`src/shared/irt_regs.svh`:
```
/*
  register offsets, field positions, reset values and word sizes
  of the infrared code transmitter. assumes apb with word-aligned offsets.
*/
`ifndef IRT_REGS_SVH
`define IRT_REGS_SVH

// -------------------------------------------------------------
// register byte offsets
// -------------------------------------------------------------
`define IRT_OFS_CTRL 12'h000
`define IRT_OFS_CARRIER 12'h004
`define IRT_OFS_ONE_TIME 12'h008
`define IRT_OFS_ZERO_TIME 12'h00C
`define IRT_OFS_REPEAT 12'h010
`define IRT_OFS_CODE 12'h014
`define IRT_OFS_RPT_CODE 12'h018
`define IRT_OFS_STATUS 12'h01C

// -------------------------------------------------------------
// control fields
// -------------------------------------------------------------
`define IRT_CTRL_START 0
`define IRT_CTRL_ONE_MARK 1
`define IRT_CTRL_ZERO_MARK 2
`define IRT_CTRL_INVERT 3
`define IRT_CTRL_REPEAT_EN 4
`define IRT_CTRL_TIME_MODE 5
`define IRT_CTRL_CLK_GATE 6
`define IRT_CTRL_FLUSH 7
`define IRT_CTRL_IRQ_CLR 8

// -------------------------------------------------------------
// word encoding and sizes
// -------------------------------------------------------------
`define IRT_W_TYPE 15
`define IRT_W_MARK 14
`define IRT_W_LEN_HI 14
`define IRT_W_LEN_LO 11
`define IRT_W_MAX_LEN 4'hA
`define IRT_DEPTH 32
`define IRT_RPT_DEPTH 32

// -------------------------------------------------------------
// reset values
// -------------------------------------------------------------
`define IRT_CARRIER_RST 32'h0000_0000
`define IRT_TIME_RST 32'h0000_0000
`define IRT_REPEAT_RST 16'h0000
`define IRT_CTRL_RST 9'h000

`endif

```
`src/shared/irt_pkg.sv`:
```
/*
  types of the infrared code transmitter.
  assumes nothing beyond a sv compiler.
*/
package irt_pkg;
  // engine states
  typedef enum logic [2:0] {
    IRT_IDLE,
    IRT_FETCH,
    IRT_SEG,
    IRT_BIT1,
    IRT_BIT2,
    IRT_GAP
  } irt_state_t;
  typedef logic [15:0] irt_word_t;
endpackage : irt_pkg

```
`src/shared/irt_fifo_if.sv`:
```
/*
  push/pop channel between transmitter core and its word queues.
  assumes a single clock domain.
*/
interface irt_fifo_if;
  logic push;
  logic pop;
  logic clear;
  logic rewind;
  logic [15:0] wdata;
  logic [15:0] rdata;
  logic empty;
  logic full;
  logic [5:0] level;
  modport owner (output push, pop, clear, rewind, wdata, input rdata, empty, full, level);
  modport queue (input push, pop, clear, rewind, wdata, output rdata, empty, full, level);
endinterface : irt_fifo_if

```
`src/design/irt_queue.sv`:
```
/*
  word queue of the transmitter; rewind restores the read pointer to
  the first word written since the last clear so it can be sent again.
  assumes clear and rewind are not given together with push.
*/
module irt_queue (
  input wire logic clk,
  input wire logic reset_n,
  irt_fifo_if.queue q
);
  import irt_pkg::*;

  irt_word_t mem_r [0:31];
  logic [5:0] wr_r;
  logic [5:0] rd_r;
  logic [5:0] base_r;

  assign q.rdata = mem_r[rd_r[4:0]];
  assign q.level = wr_r - rd_r;
  assign q.empty = (wr_r == rd_r);
  // full counts from the base so a rewind never overruns unread words
  assign q.full = ((wr_r - base_r) == 6'h20);

  // -------------------------------------------------------------
  // storage and pointers
  // -------------------------------------------------------------
  always_ff @(posedge clk) begin
    if (q.push && !q.full) begin
      mem_r[wr_r[4:0]] <= q.wdata;
    end
  end

  always_ff @(posedge clk) begin
    if (!reset_n || q.clear) begin
      wr_r <= 6'h00;
      rd_r <= 6'h00;
      base_r <= 6'h00;
    end else if (q.rewind) begin
      rd_r <= base_r;
    end else begin
      if (q.push && !q.full) begin
        wr_r <= wr_r + 6'h01;
      end
      if (q.pop && !q.empty) begin
        rd_r <= rd_r + 6'h01;
      end
    end
  end
endmodule : irt_queue

```
`src/design/irt_transmitter.sv`:
```
// Contract
// - apb registers, separate carrier clock gate
// - code queue of 32 sixteen-bit words
// - repeat automatically while key held
// - interrupt when command transmission completes; none is raised while repeat is enabled
// - pulse width, distance, manchester, any symbols
// - time mode emits levels without carrier
// - word msb selects bit or segment
// - msb set means bit-sequence word
// - bits 14:11 count minus one, 0..10
// - bits 10:0 payload, expanded by timing
// - segment: bit14 mark, 13:0 duration
// - second repeat queue for repeat words
// - decoder pops queue, feeds modulator
// - repeat timer starts while key held
// - carrier generated from gated clock
// - modulator gate passes or blocks carrier
// - optional output inversion
// - carrier high and low time counts
// - one and zero mark/space durations
// - per-bit format: mark first or space
// - wait repeat interval between retransmissions
//
// Chosen here: the register offsets and register access over APB.
/*
  infrared code transmitter with apb slave, two word queues, decoder,
  modulator, carrier generator and output stage. assumes the carrier
  clock is the apb clock; a gate bit stands in for its clock enable.
*/
`include "irt_regs.svh"

module irt_transmitter
  import irt_pkg::*;
(
  input wire logic clk,
  input wire logic reset_n,
  input wire logic psel,
  input wire logic penable,
  input wire logic pwrite,
  input wire logic [11:0] paddr,
  input wire logic [31:0] pwdata,
  output logic [31:0] prdata,
  output logic pready,
  output logic pslverr,
  input wire logic key_held,
  output logic ir_out,
  output logic irq
);

  // -------------------------------------------------------------
  // registers and queues
  // -------------------------------------------------------------
  logic [8:0] ctrl_r;
  logic [31:0] carrier_on_off_time_r;
  logic [31:0] one_timing_r;
  logic [31:0] zero_timing_r;
  logic [15:0] retransmit_interval_r;
  logic done_r;
  logic busy_r;
  irt_state_t state_r;
  logic use_rpt_r;
  irt_fifo_if code_q ();
  irt_fifo_if rpt_q ();

  irt_queue u_code (
    .clk(clk),
    .reset_n(reset_n),
    .q(code_q)
  );
  irt_queue u_rpt (
    .clk(clk),
    .reset_n(reset_n),
    .q(rpt_q)
  );

  wire acc = psel && penable;
  wire wr = acc && pwrite;
  wire transmit_trigger = wr && (paddr == `IRT_OFS_CTRL) && pwdata[`IRT_CTRL_START];
  wire one_bit_mark_first = ctrl_r[`IRT_CTRL_ONE_MARK];
  wire zero_bit_mark_first = ctrl_r[`IRT_CTRL_ZERO_MARK];
  wire carrier_clock_gate_enable = ctrl_r[`IRT_CTRL_CLK_GATE];
  wire known = (paddr[1:0] == 2'b00) && (paddr <= `IRT_OFS_STATUS);
  logic fin;

  // -------------------------------------------------------------
  // apb slave: zero wait states, error on unmapped address
  // -------------------------------------------------------------
  always_ff @(posedge clk) begin
    if (!reset_n) begin
      pready <= 1'b0;
      pslverr <= 1'b0;
    end else begin
      pready <= psel && !penable;
      pslverr <= psel && !penable && !known;
    end
  end

  // read data registered in the setup cycle, valid in the access phase
  always_ff @(posedge clk) begin
    if (!reset_n) begin
      prdata <= 32'h0000_0000;
    end else if (psel && !penable && !pwrite) begin
      case (paddr)
        `IRT_OFS_CTRL: prdata <= {23'h000000, ctrl_r};
        `IRT_OFS_CARRIER: prdata <= carrier_on_off_time_r;
        `IRT_OFS_ONE_TIME: prdata <= one_timing_r;
        `IRT_OFS_ZERO_TIME: prdata <= zero_timing_r;
        `IRT_OFS_REPEAT: prdata <= {16'h0000, retransmit_interval_r};
        `IRT_OFS_STATUS: prdata <= {17'h00000, rpt_q.level, code_q.level,
                                    code_q.full, busy_r, done_r};
        default: prdata <= 32'h0000_0000;
      endcase
    end
  end

  // configuration writes; start, flush and irq_clr do not stick
  always_ff @(posedge clk) begin
    if (!reset_n) begin
      ctrl_r <= `IRT_CTRL_RST;
      carrier_on_off_time_r <= `IRT_CARRIER_RST;
      one_timing_r <= `IRT_TIME_RST;
      zero_timing_r <= `IRT_TIME_RST;
      retransmit_interval_r <= `IRT_REPEAT_RST;
    end else if (wr) begin
      case (paddr)
        `IRT_OFS_CTRL: ctrl_r <= {2'b00, pwdata[6:1], 1'b0};
        `IRT_OFS_CARRIER: carrier_on_off_time_r <= pwdata;
        `IRT_OFS_ONE_TIME: one_timing_r <= pwdata;
        `IRT_OFS_ZERO_TIME: zero_timing_r <= pwdata;
        `IRT_OFS_REPEAT: retransmit_interval_r <= pwdata[15:0];
        default: ;
      endcase
    end
  end

  // queue writes; the queue itself drops words while full
  wire flush = wr && (paddr == `IRT_OFS_CTRL) && pwdata[`IRT_CTRL_FLUSH];
  assign code_q.push = wr && (paddr == `IRT_OFS_CODE);
  assign rpt_q.push = wr && (paddr == `IRT_OFS_RPT_CODE);
  assign code_q.wdata = pwdata[15:0];
  assign rpt_q.wdata = pwdata[15:0];
  assign code_q.clear = flush;
  assign rpt_q.clear = flush;

  // -------------------------------------------------------------
  // completion flag: set wins over clear
  // -------------------------------------------------------------
  wire irq_clr = wr && (paddr == `IRT_OFS_CTRL) && pwdata[`IRT_CTRL_IRQ_CLR];
  always_ff @(posedge clk) begin
    if (!reset_n) begin
      done_r <= 1'b0;
      irq <= 1'b0;
    end else begin
      done_r <= fin || (done_r && !irq_clr);
      irq <= fin || (done_r && !irq_clr);
    end
  end

  // -------------------------------------------------------------
  // carrier generator: high count then low count per period
  // -------------------------------------------------------------
  logic [15:0] car_cnt_r;
  logic car_r;
  // toggling at one, not zero, makes each phase last exactly its count
  always_ff @(posedge clk) begin
    if (!reset_n || !carrier_clock_gate_enable) begin
      car_cnt_r <= 16'h0000;
      car_r <= 1'b0;
    end else if (car_cnt_r <= 16'h0001) begin
      car_r <= !car_r;
      car_cnt_r <= car_r ? carrier_on_off_time_r[31:16] : carrier_on_off_time_r[15:0];
    end else begin
      car_cnt_r <= car_cnt_r - 16'h0001;
    end
  end

  // -------------------------------------------------------------
  // decoder and modulator
  // -------------------------------------------------------------
  irt_word_t word_r;
  logic [3:0] bit_idx_r;
  logic [15:0] dur_r;
  logic gate_r;
  logic [15:0] gap_r;
  // the active source: repeat queue when loaded and retransmitting
  wire src_empty = use_rpt_r ? rpt_q.empty : code_q.empty;
  wire irt_word_t src_word = use_rpt_r ? rpt_q.rdata : code_q.rdata;
  // a word is taken on the very edge the previous symbol ends, so no
  // fetch cycle stretches the symbol before it
  wire take = (state_r == IRT_FETCH) ||
              ((state_r == IRT_SEG) && (dur_r <= 16'h0001)) ||
              ((state_r == IRT_BIT2) && (bit_idx_r == 4'h0) && (dur_r <= 16'h0001));
  wire pop_now = take && !src_empty;
  assign code_q.pop = pop_now && !use_rpt_r;
  assign rpt_q.pop = pop_now && use_rpt_r;
  wire rewind = (state_r == IRT_GAP) && (gap_r == 16'h0000) && key_held;
  assign code_q.rewind = rewind && !use_rpt_r && (rpt_q.level == 6'h00);
  assign rpt_q.rewind = rewind && (use_rpt_r || rpt_q.level != 6'h00);
  wire cur_bit = word_r[bit_idx_r];
  // first half level of a bit follows its format bit
  wire first_mark = cur_bit ? one_bit_mark_first : zero_bit_mark_first;
  wire [31:0] bit_time = cur_bit ? one_timing_r : zero_timing_r;
  wire [15:0] mark_len = bit_time[15:0];
  wire [15:0] space_len = bit_time[31:16];
  wire [15:0] half2 = first_mark ? space_len : mark_len;
  // first half of the next bit: msb of a fresh word, or the next lower bit
  wire [3:0] src_len = (src_word[14:11] > `IRT_W_MAX_LEN) ? `IRT_W_MAX_LEN
                                                         : src_word[14:11];
  wire [3:0] nxt_idx = take ? src_len : (bit_idx_r - 4'h1);
  wire irt_word_t nxt_word = take ? src_word : word_r;
  wire nxt_bit = nxt_word[nxt_idx];
  wire nxt_mark = nxt_bit ? one_bit_mark_first : zero_bit_mark_first;
  wire [31:0] nxt_time = nxt_bit ? one_timing_r : zero_timing_r;
  wire [15:0] nxt_half1 = nxt_mark ? nxt_time[15:0] : nxt_time[31:16];
  assign fin = take && src_empty && busy_r && !ctrl_r[`IRT_CTRL_REPEAT_EN];

  always_ff @(posedge clk) begin
    if (!reset_n || flush) begin
      state_r <= IRT_IDLE;
      busy_r <= 1'b0;
      use_rpt_r <= 1'b0;
      gate_r <= 1'b0;
      dur_r <= 16'h0000;
      gap_r <= 16'h0000;
      bit_idx_r <= 4'h0;
      word_r <= 16'h0000;
    end else begin
      case (state_r)
        IRT_IDLE: begin
          gate_r <= 1'b0;
          use_rpt_r <= 1'b0;
          if (transmit_trigger) begin
            state_r <= IRT_FETCH;
            busy_r <= 1'b1;
          end
        end
        IRT_FETCH: begin
          // word handling sits below the case
        end
        IRT_SEG: begin
          if (dur_r > 16'h0001) begin
            dur_r <= dur_r - 16'h0001;
          end
        end
        IRT_BIT1: begin
          if (dur_r <= 16'h0001) begin
            gate_r <= !first_mark;
            dur_r <= half2;
            state_r <= IRT_BIT2;
          end else begin
            dur_r <= dur_r - 16'h0001;
          end
        end
        IRT_BIT2: begin
          if (dur_r > 16'h0001) begin
            dur_r <= dur_r - 16'h0001;
          end else if (bit_idx_r != 4'h0) begin
            gate_r <= nxt_mark;
            dur_r <= nxt_half1;
            bit_idx_r <= nxt_idx;
            state_r <= IRT_BIT1;
          end
        end
        IRT_GAP: begin
          if (gap_r != 16'h0000) begin
            gap_r <= gap_r - 16'h0001;
          end else if (key_held) begin
            // repeat words take over when software loaded any
            use_rpt_r <= use_rpt_r || (rpt_q.level != 6'h00);
            state_r <= IRT_FETCH;
          end else begin
            busy_r <= 1'b0;
            state_r <= IRT_IDLE;
          end
        end
        default: state_r <= IRT_IDLE;
      endcase
      // next word, decoded on the edge the last symbol ends
      if (take) begin
        if (!src_empty) begin
          word_r <= src_word;
          if (src_word[`IRT_W_TYPE]) begin
            // lengths above ten are clamped to the legal top
            bit_idx_r <= src_len;
            gate_r <= nxt_mark;
            dur_r <= nxt_half1;
            state_r <= IRT_BIT1;
          end else begin
            gate_r <= src_word[`IRT_W_MARK];
            dur_r <= {2'b00, src_word[13:0]};
            state_r <= IRT_SEG;
          end
        end else if (ctrl_r[`IRT_CTRL_REPEAT_EN] && key_held) begin
          gate_r <= 1'b0;
          gap_r <= retransmit_interval_r;
          state_r <= IRT_GAP;
        end else begin
          gate_r <= 1'b0;
          busy_r <= 1'b0;
          state_r <= IRT_IDLE;
        end
      end
    end
  end

  // -------------------------------------------------------------
  // output stage: carrier gating, time mode and inversion
  // -------------------------------------------------------------
  wire modulated = gate_r && (ctrl_r[`IRT_CTRL_TIME_MODE] || car_r);
  always_ff @(posedge clk) begin
    if (!reset_n) begin
      ir_out <= 1'b0;
    end else begin
      ir_out <= modulated ^ ctrl_r[`IRT_CTRL_INVERT];
    end
  end

endmodule : irt_transmitter

```
`config.mk`:
```
export PLATFORM = sky130hd
export DESIGN_NAME = irt_transmitter
export DESIGN_NICKNAME = d
export VERILOG_FILES = /design/src/shared/irt_pkg.sv /design/src/shared/irt_fifo_if.sv /design/src/design/irt_queue.sv /design/src/design/irt_transmitter.sv
export VERILOG_INCLUDE_DIRS = /design/src /design/src/shared
export SDC_FILE = /design/constraint.sdc
export NUM_CORES = 2
export LEC_CHECK = 0
export BUFFER_PORTS_ARGS = -buffer_cell sky130_fd_sc_hd__buf_2
export CAP_MARGIN = 30
export CORE_MARGIN = 2
export CORE_UTILIZATION = 48
export DETAILED_ROUTE_END_ITERATION = 16
export PLACE_DENSITY = 0.62
export SLEW_MARGIN = 20
export SYNTH_ARGS = -nofsm -noshare
export SYNTH_HDL_FRONTEND = slang
export SYNTH_SLANG_ARGS = --single-unit
```
`constraint.sdc`:
```
create_clock -name clk -period 4.7 [get_ports clk]
set_input_delay 0.235 -clock clk [delete_from_list [all_inputs] [get_ports clk]]
set_output_delay 0.235 -clock clk [all_outputs]
set_load 0.02 [all_outputs]
```
==> flow_summary.html <==
<table>
<tr><th>Metric</th><th>Value</th></tr>
<tr><th colspan="2">Routing</th></tr>
<tr><td>Number of design rule violations left after detail routing</td><td>0</td></tr>
<tr><td>Via count</td><td>32,300</td></tr>
<tr><td>Post-detailed-route via-to-cell ratio</td><td>6.04</td></tr>
<tr><td>Residual antenna-violating net count after detailed routing</td><td>0</td></tr>
<tr><td>Detailed-router iteration count before antenna repair</td><td>7</td></tr>
<tr><td>Number of violations reported at the end of detailed-routing iteration 0</td><td>3,994</td></tr>
<tr><td>Wire length reported by the detailed router</td><td>145 mm</td></tr>
<tr><td>Mean routed wirelength per cell</td><td>27.1 um</td></tr>
<tr><th colspan="2">Power</th></tr>
<tr><td>Static leakage power</td><td>19.3 nW</td></tr>
<tr><td>Maximum ir drop on the vdd rail</td><td>0.484 mV</td></tr>
<tr><td>Cell area power density</td><td>417 nW/um2</td></tr>
<tr><td>PnR Total Power</td><td>25.6 mW</td></tr>
<tr><th colspan="2">Worst hold path</th></tr>
<tr><td>Start point of the worst hold path</td><td>reset_n</td></tr>
<tr><td>Min-delay worst type</td><td>in2reg</td></tr>
<tr><th colspan="2">Floorplan</th></tr>
<tr><td>Ports</td><td>86</td></tr>
<tr><td>Initial core utilization</td><td>48.4%</td></tr>
<tr><td>Placeable core area</td><td>111,000 um2</td></tr>
<tr><td>Die W</td><td>338 um</td></tr>
<tr><td>Floorplan die height</td><td>338 um</td></tr>
<tr><td>Cell row count</td><td>122</td></tr>
<tr><td>Die footprint</td><td>114,000 um2</td></tr>
<tr><th colspan="2">Timing</th></tr>
<tr><td>Measured slew at the worst slew-check pin</td><td>1.06 ns</td></tr>
<tr><td>Max-slew violation count</td><td>0</td></tr>
<tr><td>Clock skew</td><td>0.0315 ns</td></tr>
<tr><td>Final number of hold-violating endpoints</td><td>0</td></tr>
<tr><td>Number of setup violations in the final report</td><td>0</td></tr>
<tr><td>Setup slack after layout</td><td>0.385 ns</td></tr>
<tr><td>Setup repair after global routing missed its margin</td><td>false</td></tr>
<tr><td>Crit share post-route</td><td>91.8%</td></tr>
<tr><td>FMAX</td><td>232 MHz</td></tr>
<tr><td>Remaining max-slew budget at the tightest pin</td><td>29.3%</td></tr>
<tr><td>Worst-case hold slack</td><td>0.0438 ns</td></tr>
<tr><td>Post-layout min period</td><td>4.31 ns</td></tr>
<tr><td>Final setup TNS</td><td>0 ns</td></tr>
<tr><th colspan="2">Worst setup path</th></tr>
<tr><td>CP arrival</td><td>4.94 ns</td></tr>
<tr><td>Kind of critical path</td><td>reg2reg</td></tr>
<tr><td>Type of destination of the critical path</td><td>flop</td></tr>
<tr><td>Cell with the largest stage delay on the worst path</td><td>sky130_fd_sc_hd__nor4_1</td></tr>
<tr><td>Req. time, crit path</td><td>5.33 ns</td></tr>
<tr><td>Delay contributed by the slowest stage of the critical path</td><td>0.80 ns</td></tr>
<tr><td>CP max FO</td><td>16</td></tr>
<tr><td>Worst-path cell chain</td><td>buf_4, buf_4, mux4_2, mux2i_1, and2_1, nor4_1, nor3_1, o21ai_0, nand3_1, a32oi_1, a31oi_2, buf_4, a2111oi_0, a211oi_1, a31o_1</td></tr>
<tr><td>Cell repeated most along the worst path</td><td>sky130_fd_sc_hd__buf_4</td></tr>
<tr><td>Nature of the critical path startpoint</td><td>flop</td></tr>
<tr><th colspan="2">Synthesis</th></tr>
<tr><td>Fraction of registers with async set/reset</td><td>0%</td></tr>
<tr><td>Combinational family with the most area after synthesis</td><td>multiplexers</td></tr>
<tr><td>Netlist Area Pre-Place</td><td>53,600 um2</td></tr>
<tr><td>Area share of the largest cell type after synthesis</td><td>57.4%</td></tr>
<tr><td>Count of mapped cells out of synthesis</td><td>3,516</td></tr>
<tr><td>Top cells by area, synth</td><td>sky130_fd_sc_hd__edfxtp_1 (57%), sky130_fd_sc_hd__mux4_2 (11%), sky130_fd_sc_hd__dfxtp_1 (9.8%)</td></tr>
<tr><td>Seq/Total Area, Yosys</td><td>67.3%</td></tr>
<tr><td>Warnings from Yosys</td><td>0</td></tr>
<tr><td>Count of different cell masters after synthesis</td><td>82</td></tr>
<tr><td>Synth Area in Adders</td><td>0.682%</td></tr>
<tr><td>Simple-Gate Fraction of Synth Area</td><td>7.13%</td></tr>
<tr><td>Number of enable-type register cells in the synthesized netlist</td><td>1,024</td></tr>
<tr><td>Most frequently used flop master after synthesis</td><td>sky130_fd_sc_hd__edfxtp_1</td></tr>
<tr><td>Number of register bits inferred by synthesis</td><td>1,287</td></tr>
<tr><td>Post-synthesis mux area share</td><td>13.4%</td></tr>
<tr><td>Avg Cell Area, Syn</td><td>15.2 um2</td></tr>
<tr><td>Synthesized netlist net count</td><td>3,594</td></tr>
<tr><td>Synth Area in Compound Gates</td><td>8.49%</td></tr>
<tr><td>Synth area leader</td><td>sky130_fd_sc_hd__edfxtp_1</td></tr>
<tr><td>Xor-xnor portion of the synthesized cell area</td><td>0.981%</td></tr>
<tr><th colspan="2">Run status</th></tr>
<tr><td>Outcome</td><td>finished clean</td></tr>
<tr><th colspan="2">Clocking</th></tr>
<tr><td>Worst-Skew Late Latency</td><td>0.76 ns</td></tr>
<tr><td>Hold-fix buffer count after cts</td><td>23</td></tr>
<tr><td>CTS sink cnt</td><td>1,287</td></tr>
<tr><td>PostCTS Resize Cnt</td><td>0</td></tr>
<tr><td>Post-CTS Setup Inserts</td><td>0</td></tr>
<tr><td>TritonCTS clock tree</td><td>yes</td></tr>
<tr><td>Maximum count of clock buffers along a single path</td><td>3</td></tr>
<tr><td>TritonCTS buffer count</td><td>136</td></tr>
<tr><td>Clock tree root driver cell</td><td>sky130_fd_sc_hd__clkbuf_16</td></tr>
<tr><td>Clock-pin slew on the worst setup and hold paths</td><td>0.06 ns</td></tr>
<tr><td>H-Tree Level Count</td><td>4</td></tr>
<tr><th colspan="2">Layout</th></tr>
<tr><td>Area grow syn2layout</td><td>14.5%</td></tr>
<tr><td>Ratio of cells with drive above 1 in the final layout</td><td>21.3%</td></tr>
<tr><td>Fin nets</td><td>3,824</td></tr>
<tr><td>Count of placed standard cells in the final layout, fillers left out</td><td>5,343</td></tr>
<tr><th colspan="2">Global routing</th></tr>
<tr><td>GRT overflow</td><td>0</td></tr>
<tr><td>Number of antenna violations at the first check in global routing</td><td>2</td></tr>
<tr><td>First-pass GRT wire length</td><td>212 mm</td></tr>
<tr><td>Pin count of the biggest net entering global routing</td><td>88</td></tr>
<tr><td>Vias in the first global route</td><td>31,200</td></tr>
<tr><td>Overall track demand over capacity in global routing</td><td>25.5%</td></tr>
<tr><th colspan="2">Place</th></tr>
<tr><td>Post-DP HPWL</td><td>92.1 mm</td></tr>
<tr><td>Port bufs</td><td>85</td></tr>
<tr><td>RD Place Congestion</td><td>0.902</td></tr>
<tr><td>Placement-stage worst setup slack</td><td>0.508 ns</td></tr>
<tr><td>Cell count after placement</td><td>5,071</td></tr>
<tr><th colspan="2">Flow run</th></tr>
<tr><td>Count of max-cap constraint violations</td><td>0</td></tr>
</table>
-- synthesized netlist by cell type, types with 7 or more instances --
library cell,number
sky130_fd_sc_hd__a21boi_0,122
sky130_fd_sc_hd__mux4_2,265
sky130_fd_sc_hd__xnor2_1,30
sky130_fd_sc_hd__nand2b_1,8
sky130_fd_sc_hd__nor3_1,50
sky130_fd_sc_hd__o211ai_1,12
sky130_fd_sc_hd__nand3b_1,11
sky130_fd_sc_hd__nand3_1,36
sky130_fd_sc_hd__o21ai_0,107
sky130_fd_sc_hd__nor2b_1,32
sky130_fd_sc_hd__mux2_2,27
sky130_fd_sc_hd__o21ai_1,7
sky130_fd_sc_hd__nand4_1,7
sky130_fd_sc_hd__a22oi_1,65
sky130_fd_sc_hd__mux2i_1,91
sky130_fd_sc_hd__a21oi_1,131
sky130_fd_sc_hd__clkbuf_1,142
sky130_fd_sc_hd__or3_1,13
sky130_fd_sc_hd__buf_2,30
sky130_fd_sc_hd__and2_1,31
sky130_fd_sc_hd__nor2_1,220
sky130_fd_sc_hd__buf_1,18
sky130_fd_sc_hd__a222oi_1,25
sky130_fd_sc_hd__a22o_1,22
sky130_fd_sc_hd__a21o_1,7
sky130_fd_sc_hd__a211oi_1,60
sky130_fd_sc_hd__ha_1,26
sky130_fd_sc_hd__nand2_1,384
sky130_fd_sc_hd__inv_1,28
sky130_fd_sc_hd__o221ai_1,9
sky130_fd_sc_hd__a31oi_1,15
sky130_fd_sc_hd__xor2_1,30
sky130_fd_sc_hd__dfxtp_1,263
sky130_fd_sc_hd__buf_4,19
sky130_fd_sc_hd__edfxtp_1,1024
sky130_fd_sc_hd__a221oi_1,19
sky130_fd_sc_hd__nor4_1,19
-- final cells by class --
type	instances	area, um2
clock inverter	72	812
sequential	1287	36000
inverter	29	109
multi-input combinational	1984	16500
clock buffer	173	3720
tap	1488	1860
antenna	2	5.00
timing repair buffer	308	2310
fill	8788	49300
-- worst paths after layout --
| kind | endpoint | slack [ns] | depth (start not counted) |
|---|---|---|---|
| worst max-delay path | dur_r[1]$_SDFF_PP0_ | 0.39 | 15 |
| worst min-delay path | carrier_on_off_time_r[17]$_SDFFE_PN0P_ | 0.04 | 2 |
| worst max register to register | dur_r[1]$_SDFF_PP0_ | 0.39 | 15 |
| worst min register to register | carrier_on_off_time_r[24]$_SDFFE_PN0P_ | 0.48 | 2 |
-- worst max-delay path: cells and delay by family, from the launching register on --
family / cells / cell delay (ns)
AO/OA/AOI/OAI: 6 / 1.30
buffers and inverters: 3 / 0.84
flip-flops: 1 / 0.45
multiplexers: 2 / 0.32
AND/OR/NAND/NOR: 4 / 1.27
-- sequential cells by signal, indices dropped and copies added (netlist names), 3 cells and up, named ones only --
signal / flops
word_r: 16
state_r: 3
bit_idx_r: 4
gap_r: 16
dur_r: 16
car_cnt_r: 16
u_rpt.wr_r: 6
ctrl_r: 6
u_code.mem_r: 512
zero_timing_r: 32
u_rpt.mem_r: 512
retransmit_interval_r: 16
u_code.rd_r: 6
prdata: 32
carrier_on_off_time_r: 32
u_rpt.rd_r: 6
one_timing_r: 32
u_code.wr_r: 6
-- cell families (layout without fill, tap and decap cells) --
logic type / after synthesis / after routing
buffers and inverters: 245 / 582
XOR/XNOR: 60 / 60
multiplexers: 384 / 384
AO/OA/AOI/OAI: 660 / 660
adder cells (fa/ha/maj): 28 / 28
flip-flops: 1287 / 1287
AND/OR/NAND/NOR: 852 / 852
other: 0 / 2
-- routing by layer --
layer | vias to the layer above | track usage [%] | share of wire, %
met1 | 16600 | 36.6 | 43
met4 | 0 | 6.91 | 2.2
met5 | - | 0 | 0
met3 | 202 | 4.19 | 7.6
li1 | 14200 | - | -
met2 | 1288 | 40.4 | 48
-- per-stage QoR --
stage	area, um2	util (%)
after floorplan	53600	-
after global placement	56500	51.1
after detailed placement	56500	51.1
after CTS	61300	55.4
after global routing	61300	55.4
final	61300	55.4
-- where the power goes --
part	internal (mW)	total [mW]	switching (mW)
combinational	0.684	2.32	1.64
clock	6.36	10.9	4.51
sequential	12.3	12.4	0.0731
total	19.4	25.6	6.22
-- cell usage in the layout (no fill, tap or decap), types with 60 or more instances in the layout --
master,instances
sky130_fd_sc_hd__dfxtp_1,257
sky130_fd_sc_hd__a21boi_0,122
sky130_fd_sc_hd__mux2i_1,91
sky130_fd_sc_hd__a22oi_1,65
sky130_fd_sc_hd__buf_2,85
sky130_fd_sc_hd__clkbuf_16,142
sky130_fd_sc_hd__buf_4,187
sky130_fd_sc_hd__a21oi_1,130
sky130_fd_sc_hd__a211oi_1,60
sky130_fd_sc_hd__o21ai_0,107
sky130_fd_sc_hd__nor2_1,217
sky130_fd_sc_hd__edfxtp_1,1024
sky130_fd_sc_hd__nand2_1,383
sky130_fd_sc_hd__mux4_2,265
No activity file was read; power rests on OpenSTA's default activity.
